[config.mk]
export PLATFORM = sky130hd
export DESIGN_NAME = psp_status
export DESIGN_NICKNAME = d
export VERILOG_FILES = /design/src/core/psp_pkg.sv /design/src/core/psp_sync.sv /design/src/core/psp_status.sv
export SDC_FILE = /design/constraint.sdc
export NUM_CORES = 1
export LEC_CHECK = 0
export ABC_AREA = 1
export BUFFER_PORTS_ARGS = -buffer_cell sky130_fd_sc_hd__buf_2
export CAP_MARGIN = 20
export CORE_ASPECT_RATIO = 0.5
export CORE_UTILIZATION = 51
export CTS_BUF_LIST = sky130_fd_sc_hd__clkbuf_16
export DETAILED_ROUTE_END_ITERATION = 6
export MAX_ROUTING_LAYER = met4
export PLACE_DENSITY = 0.83
export SLEW_MARGIN = 40
export SYNTH_ARGS = -nofsm -noshare
export SYNTH_HDL_FRONTEND = slang
export SYNTH_SLANG_ARGS = --single-unit
[constraint.sdc]
create_clock -name clk_sys -period 2.35 [get_ports clk_sys]
set_input_delay 0.1175 -clock clk_sys [delete_from_list [all_inputs] [get_ports clk_sys]]
set_output_delay 0.1175 -clock clk_sys [all_outputs]
set_load 0.01 [all_outputs]
[src/core/psp_pkg.sv]
// Purpose: shared constants and types of the parallel host port status block
// Assumes: byte addresses on the register bus are four times the register index
// Notes: indices below 0x100, so a 10-bit byte address covers the whole map
package psp_pkg;

   localparam int PSP_AW = 10;
   localparam int PSP_IW = 8;

   // register indices; byte address = 4 * index
   localparam logic [PSP_IW-1:0] PSP_IDX_DATA = 8'h08;
   localparam logic [PSP_IW-1:0] PSP_IDX_STRB = 8'h09;
   localparam logic [PSP_IW-1:0] PSP_IDX_DDIR = 8'h88;
   localparam logic [PSP_IW-1:0] PSP_IDX_CTL = 8'h89;
   localparam logic [PSP_IW-1:0] PSP_IDX_IFLG = 8'h0c;
   localparam logic [PSP_IW-1:0] PSP_IDX_IMSK = 8'h8c;

   // field positions in the status and direction register, and the irq bit of the interrupt flag and mask registers
   localparam int PSP_BIT_IBF = 7;
   localparam int PSP_BIT_OBF = 6;
   localparam int PSP_BIT_OVF = 5;
   localparam int PSP_BIT_MODE = 4;
   localparam int PSP_BIT_IRQ = 7;

   // strobe port pin positions
   localparam int PSP_PIN_CS = 2;
   localparam int PSP_PIN_WR = 1;
   localparam int PSP_PIN_RD = 0;

   // reset values
   localparam logic [7:0] PSP_CTL_RST = 8'h07;
   localparam logic [7:0] PSP_DDIR_RST = 8'hff;
   localparam logic [7:0] PSP_BYTE_RST = 8'h00;
   localparam logic [2:0] PSP_STRB_RST = 3'h0;

   typedef struct packed {
      logic input_full_flag;
      logic output_full_flag;
      logic input_overrun_flag;
      logic host_port_select;
      logic unused_zero;
      logic [2:0] strobe_dir;
   } psp_ctl_t;

   typedef struct packed {
      logic [2:0] strobe;
      logic [7:0] data;
   } psp_pins_t;

   typedef enum logic [1:0] {
      PSP_BUS_IDLE = 2'b01,
      PSP_BUS_ACK = 2'b10
   } psp_bus_t;

endpackage : psp_pkg

[src/core/psp_sync.sv]
// Purpose: two-stage synchroniser for the port pins
// Assumes: pins are asynchronous to clk_sys
// Notes: only the second stage is visible outside
`timescale 1ns/1ps
`default_nettype none

module psp_sync #(
   parameter int W = 11
) (
   input wire logic clk_sys,
   input wire logic rst,
   input wire logic ce,
   input wire logic [W-1:0] d,
   output logic [W-1:0] q
);

   genvar i;
   generate
      for (i = 0; i < W; i++) begin : g_bit
         logic meta;
         logic stage2;
         always_ff @(posedge clk_sys or posedge rst) begin
            if (rst) begin
               meta <= 1'b1;
               stage2 <= 1'b1;
            end else if (ce) begin
               meta <= d[i];
               stage2 <= meta;
            end
         end
         // one process per bit writes its own stage; the output is just a view of it
         assign q[i] = stage2;
      end
   endgenerate

endmodule : psp_sync

`default_nettype wire

[src/core/psp_status.sv]
// Purpose: parallel host port data buffers, status flags and strobe port control
// Assumes: avalon-mm slave with waitrequest, 32-bit data, byte addressing
// Notes: host strobes are active low and are synchronised before use
`timescale 1ns/1ps
`default_nettype none

// What this block does
// The input-full flag, bit 7, is set while a host-written byte is unread by the CPU.
// The output-full flag, bit 6, is one while a CPU byte waits and clears once the host reads it.
// A host write while the input byte is unread sets the overrun flag, bit 5, until software clears it.
// Mode select bit 4 makes the data port the host port when one and plain I/O when zero.
// Bits 2 to 0 set the strobe pin directions, one meaning input and zero output.
// The host drives chip select on strobe pin 2, write on pin 1 and read on pin 0.
// Bit 3 of the control register is unimplemented and reads zero.
// Full flags are read-only and reset to zero, overrun and mode reset to zero, directions to one.
// Without the host port, software keeps its interrupt flag and enable cleared.
// On reduced variants the data port, strobe port and both direction registers read zero.
// A host write in host port mode latches the data, sets input-full and raises the irq flag.
// A CPU data read clears input-full; a host read drives the output buffer and clears output-full.
module psp_status
   import psp_pkg::*;
#(
   parameter bit HAS_PORT = 1'b1
) (
   input wire logic clk_sys,
   input wire logic rst,
   input wire logic ce,
   input wire logic [PSP_AW-1:0] avs_address,
   input wire logic avs_read,
   input wire logic avs_write,
   input wire logic [31:0] avs_writedata,
   input wire logic [3:0] avs_byteenable,
   output logic [31:0] avs_readdata,
   output logic avs_waitrequest,
   output logic irq,
   input wire logic [7:0] data_pin_in,
   output logic [7:0] data_pin_out,
   output logic [7:0] data_pin_oe,
   input wire logic [2:0] strobe_pin_in,
   output logic [2:0] strobe_pin_out,
   output logic [2:0] strobe_pin_oe
);

   ////////////////////////////////////////////////////////////////////////////////
   // pin synchronisers and host strobe decode

   psp_pins_t pins_raw;
   psp_pins_t pins_s;
   logic wr_act_q;
   logic rd_act_q;

   assign pins_raw = '{strobe: strobe_pin_in, data: data_pin_in};

   psp_sync #(.W(11)) u_sync (
      .clk_sys(clk_sys),
      .rst(rst),
      .ce(ce),
      .d(pins_raw),
      .q(pins_s)
   );

   psp_ctl_t ctl;
   wire mode = HAS_PORT & ctl.host_port_select;
   // strobes are active low; chip select gates both
   wire cs_act = ~pins_s.strobe[PSP_PIN_CS];
   wire wr_act = cs_act & ~pins_s.strobe[PSP_PIN_WR];
   wire rd_act = cs_act & ~pins_s.strobe[PSP_PIN_RD];
   // data is taken at the start of the write strobe; host holds it with the strobe
   wire host_wr_ev = mode & wr_act & ~wr_act_q;
   wire host_rd_end = mode & rd_act_q & ~rd_act;

   always_ff @(posedge clk_sys or posedge rst) begin
      if (rst) begin
         wr_act_q <= 1'b0;
         rd_act_q <= 1'b0;
      end else if (ce) begin
         wr_act_q <= wr_act;
         rd_act_q <= rd_act;
      end
   end

   ////////////////////////////////////////////////////////////////////////////////
   // bus slave: one wait cycle, read data registered in that cycle

   psp_bus_t bus_st;
   psp_bus_t next_bus_st;
   wire req = avs_read | avs_write;
   wire done = (bus_st == PSP_BUS_ACK);
   wire [PSP_IW-1:0] idx = avs_address[PSP_AW-1:2];
   wire hit_data = (idx == PSP_IDX_DATA);
   wire hit_strb = (idx == PSP_IDX_STRB);
   wire hit_ddir = (idx == PSP_IDX_DDIR);
   wire hit_ctl = (idx == PSP_IDX_CTL);
   wire hit_iflg = (idx == PSP_IDX_IFLG);
   wire hit_imsk = (idx == PSP_IDX_IMSK);
   // only byte lane 0 carries data; other lanes are ignored
   wire wr_acc = avs_write & done & avs_byteenable[0];
   wire rd_acc = avs_read & done;
   wire [7:0] wd = avs_writedata[7:0];

   // no answer while frozen, so a held request is never accepted without effect
   assign avs_waitrequest = req & ~(done & ce);

   always_comb begin
      case (bus_st)
         PSP_BUS_IDLE: next_bus_st = req ? PSP_BUS_ACK : PSP_BUS_IDLE;
         PSP_BUS_ACK: next_bus_st = PSP_BUS_IDLE;
         default: next_bus_st = PSP_BUS_IDLE;
      endcase
   end

   always_ff @(posedge clk_sys or posedge rst) begin
      if (rst) begin
         bus_st <= PSP_BUS_IDLE;
      end else if (ce) begin
         bus_st <= next_bus_st;
      end
   end

   ////////////////////////////////////////////////////////////////////////////////
   // buffers, flags and direction registers

   logic [7:0] in_buf;
   logic [7:0] out_buf;
   logic [7:0] ddir;
   logic [2:0] strb_latch;
   logic irq_flag;
   logic irq_mask;

   wire cpu_data_wr = HAS_PORT & wr_acc & hit_data;
   wire cpu_data_rd = rd_acc & hit_data & mode;
   wire ctl_wr = HAS_PORT & wr_acc & hit_ctl;
   // hardware set wins over any clear in the same cycle
   wire next_ibf = host_wr_ev | (ctl.input_full_flag & ~cpu_data_rd);
   wire next_obf = (cpu_data_wr & mode) | (ctl.output_full_flag & ~host_rd_end);
   wire ovf_sw = ctl_wr ? wd[PSP_BIT_OVF] : ctl.input_overrun_flag;
   wire next_ovf = (host_wr_ev & ctl.input_full_flag) | ovf_sw;
   wire next_mode = ctl_wr ? wd[PSP_BIT_MODE] : ctl.host_port_select;
   wire [2:0] next_sdir = ctl_wr ? wd[2:0] : ctl.strobe_dir;
   wire irq_ev = host_wr_ev | host_rd_end;
   wire irq_clr = wr_acc & hit_iflg & wd[PSP_BIT_IRQ];
   wire next_irq_flag = irq_ev | (irq_flag & ~irq_clr);

   always_ff @(posedge clk_sys or posedge rst) begin
      if (rst) begin
         ctl <= PSP_CTL_RST;
         in_buf <= PSP_BYTE_RST;
         out_buf <= PSP_BYTE_RST;
         ddir <= PSP_DDIR_RST;
         strb_latch <= PSP_STRB_RST;
         irq_flag <= 1'b0;
         irq_mask <= 1'b0;
      end else if (ce) begin
         ctl <= '{next_ibf, next_obf, next_ovf, next_mode, 1'b0, next_sdir};
         if (host_wr_ev) begin
            in_buf <= pins_s.data;
         end
         if (cpu_data_wr) begin
            out_buf <= wd;
         end
         if (HAS_PORT & wr_acc & hit_ddir) begin
            ddir <= wd;
         end
         if (HAS_PORT & wr_acc & hit_strb) begin
            strb_latch <= wd[2:0];
         end
         irq_flag <= next_irq_flag;
         if (wr_acc & hit_imsk) begin
            irq_mask <= wd[PSP_BIT_IRQ];
         end
      end
   end

   assign irq = irq_flag & irq_mask;

   ////////////////////////////////////////////////////////////////////////////////
   // pin drive

   // in host port mode the data pins drive only while the host reads
   wire [7:0] data_oe_sel = mode ? {8{rd_act}} : ~ddir;
   assign data_pin_oe = HAS_PORT ? data_oe_sel : 8'h00;
   assign data_pin_out = out_buf;
   assign strobe_pin_oe = HAS_PORT ? ~ctl.strobe_dir : 3'h0;
   assign strobe_pin_out = strb_latch;

   ////////////////////////////////////////////////////////////////////////////////
   // read mux

   wire [7:0] rd_data = mode ? in_buf : pins_s.data;
   wire [7:0] rd_strb = {5'h00, pins_s.strobe};
   wire [7:0] rd_port = hit_data ? rd_data : hit_strb ? rd_strb : hit_ddir ? ddir : ctl;
   wire port_hit = hit_data | hit_strb | hit_ddir | hit_ctl;
   // reduced variants answer every port register with zero
   wire [7:0] rd_p = (HAS_PORT & port_hit) ? rd_port : 8'h00;
   wire [7:0] rd_i = hit_iflg ? {irq_flag, 7'h00} : hit_imsk ? {irq_mask, 7'h00} : 8'h00;
   wire [7:0] rd_byte = rd_p | rd_i;

   always_ff @(posedge clk_sys or posedge rst) begin
      if (rst) begin
         avs_readdata <= 32'h00000000;
      end else if (ce && avs_read && !done) begin
         avs_readdata <= {24'h000000, rd_byte};
      end
   end
endmodule : psp_status

`default_nettype wire

==> run summary <==
Leading area contributor after synthesis = dfrtp_1
Yosys top cell area share = 0.2486
Combinational share of power = 0.092
Vert. Die Dim = 61.60 um
WL per Instance = 12.41 um
Met3 WL = 515 um
Die W = 121.2 um
Crit path kind = flip-flop to output port
DR iter-0 viols = 152
Worst hold path class = input pin to flip-flop
Crit-path cells = buf_4, nand2_1, o21ai_0, buf_2
Syn Std Cell Area = 0.003623 mm^2
# hold bufs at CTS = 11
Hold Slack = 0.01342 ns
Clock share of power = 0.450
Setup_tns = 0 ns
Final slew viol count = 0
CP Data Required Time = 2.23 ns
Max-Cap Viols = 0
Most numerous cell in the Yosys netlist = nand2_1
M1 WL = 3421 um
Routed Antenna Nets = 0
Top Layer Used = met4
CP peak stage delay = 0.52 ns
Pwr Total = 2884 uW
Critical path fanouts, max = 11
Met2 WL post-DR = 3358 um
Crit path depth = 4
Placement Setup Slack = 0.8855 ns
Worst-case vdd ir drop = 377.0 uV
PortBufs = 64
Synth warn = 0
TritonRoute pass-1 iters = 4
Fillcell total = 577
Net switching power = 701.0 uW
Power density over cell area = 667.0 mW/mm^2
Library cells used by synthesis = 35
TritonCTS clock tree = done
Max Clk Rate = 601.3 MHz
I/O Pins = 118
Total GRT Usage = 0.2286
RSZ-0062 raised after global routing = no
Startpoint Class = flip-flop
Worst-case clock buffer depth = 2
Post-cts gate resize count = 0
Final worst slack = 0.6870 ns
Number of post-CTS setup repair buffers = 0
Synth Register Bits = 70
# setup viols final = 0
Via-per-instance ratio = 4.896
Crit path capture type = output port
Final Cycle Share = 0.7077
Clock slew at the register clock pins of the worst setup and hold paths = 0.06 ns
WHS Path Cells = 3
H-tree levels = 3
Total CTS buffers = 9
Layout Skew = 0.006983 ns
Switching share of power = 0.2430
Sequential power share = 0.458
Layout cells sized above 1 = 0.3406
Sequential area share after synthesis = 0.4952
Vias in the first global route = 2577
Post-synth EDFFs = 0
Async SR Flop Fraction = 1.000
Crit path buf inv count = 2
R2R depth = 7
Total routed wirelength = 7408 um
Crit path DAT = 1.55 ns
Largest net degree at the start of global routing = 43
Starting density of the core = 0.5345
Worst skew pair latency = 0.34 ns
# DRC = 0
Clock root buffer master = clkbuf_16
Post-DP HPWL = 5143 um
Outcome = complete, no violations
Synth top cells by count = 155 x nand2_1, 36 x dfrtp_1, 36 x o21ai_0, 34 x dfstp_2, 34 x inv_1
Inserted Diodes = 0
Top delay family on crit path = flip-flops
Clock sink total = 70
Initial antenna violation count = 0
GP Congestion = 0.8995
Leak = 0.002259 uW
Slew at the pin closest to its max-slew limit = 0.5835 ns
Vias = 2923
Nets@finish = 562
FP Rows = 21
Critical Path Slowest Stage Cell = dfrtp_1
Total gr overflow = 0
Final Hold Viols = 0
Core ar. = 0.006779 mm^2
Synth Instances = 423
First-pass GRT wire length = 12160 um
Rel. slew slack = 0.6104
DIE AREA = 0.007466 mm^2
Int Power = 2183 uW
Most used DFF post-synth = dfrtp_1
Largest cells by area after synthesis = dfrtp_1 25%, dfstp_2 25%, nand2_1 16%
Placed cell areas = 0.003931 mm^2
Area Overhead vs Synth = 19.34%
Final min period = 1.663 ns
Synthesized area per cell = 8.566 um^2
Cell area after layout = 0.004324 mm^2
-- cells by family (layout without fill, tap and decap cells) --
kind of cell           after synthesis  in the layout  synth area share
and+or+nand+nor                    201            201            0.2593
DFF                                 70             70            0.4952
other                                1             24          0.001035
buffers and inverters               77            136            0.1122
AOI/OAI and AO/OA                   74             74            0.1323
-- layer usage --
metal	vias up	track usage
met4	0	0.07584
met5	-	-
met2	112	0.3371
li1	1444	-
met3	14	0.08056
met1	1353	0.2955
-- tightest hold or removal path, stage by stage --
cell,delay [ns]
buf_2,0.10
nand2_1,0.07
nand2_1,0.06
-- metrics by stage --
stage,utilization,cells
2_1_floorplan,-,446
3_3_place_gp,0.5799,570
3_5_place_dp,0.5799,570
4_1_cts,0.6379,597
5_1_grt,0.6379,597
6_report,0.6379,597
-- cell type report --
class                           instances  area (um^2)  share of cell area
Clock inverter                          7        57.56             0.01331
Multi-Input combinational cell        299         1509              0.3490
Clock buffer                            9        225.2             0.05208
Inverter                               42        157.7             0.03646
Timing Repair Buffer                   78        465.4              0.1076
Tap cell                               92        115.1             0.02662
Sequential cell                        70         1794              0.4149
-- sequential cells by signal, summed over array words and instances, names as in the netlist --
name                 flops
wr_act_q                 1
in_buf                   8
bus_st                   2
data_pin_out             8
u_sync.g_bit.stage2     11
avs_readdata             8
strobe_pin_out           3
irq_mask                 1
ddir                     8
ctl                      6
rd_act_q                 1
mode                     1
irq_flag                 1
u_sync.g_bit.meta       11
-- path summary, 6_finish.rpt --
kind	start	end	slack, ns
setup / recovery	mode	data_pin_oe[1]	0.69
hold / removal	data_pin_in[1]	u_sync.g_bit[1].meta	0.01
setup reg to reg	mode	avs_readdata[2]	0.85
hold reg to reg	u_sync.g_bit[5].meta	u_sync.g_bit[5].meta	0.46
max in group asynchronous	rst	ctl[2]	1.27
min in group asynchronous	rst	in_buf[7]	0.40
-- power by group through the flow --
stage	registers, uW	clock network, uW	logic [uW]
floorplan	1330	0	200
global placement	1340	0	245
detailed placement	1340	0	252
CTS	1320	1320	267
global route	1330	1380	305
finish	1320	1300	265
-- cells in the final DEF (no fill, tap or decap), types with 2 or more instances in the layout --
master	netlist	final
a21oi_1	3	3
buf_2	1	64
buf_4	27	2
clkbuf_16	0	9
clkinv_1	0	3
conb_1	1	24
dfrtp_1	36	36
dfstp_2	34	34
dlygate4sd3_1	0	11
inv_1	34	34
inv_2	8	9
nand2_1	155	155
nand2_2	6	6
nand2_4	3	3
nand3_1	10	10
nor2_1	7	7
nor2_2	4	4
nor2_4	5	5
nor2_8	3	3
o21ai_0	36	36
o21ai_1	4	4
o21ai_2	25	25
No activity file was read; power rests on OpenSTA's default activity.
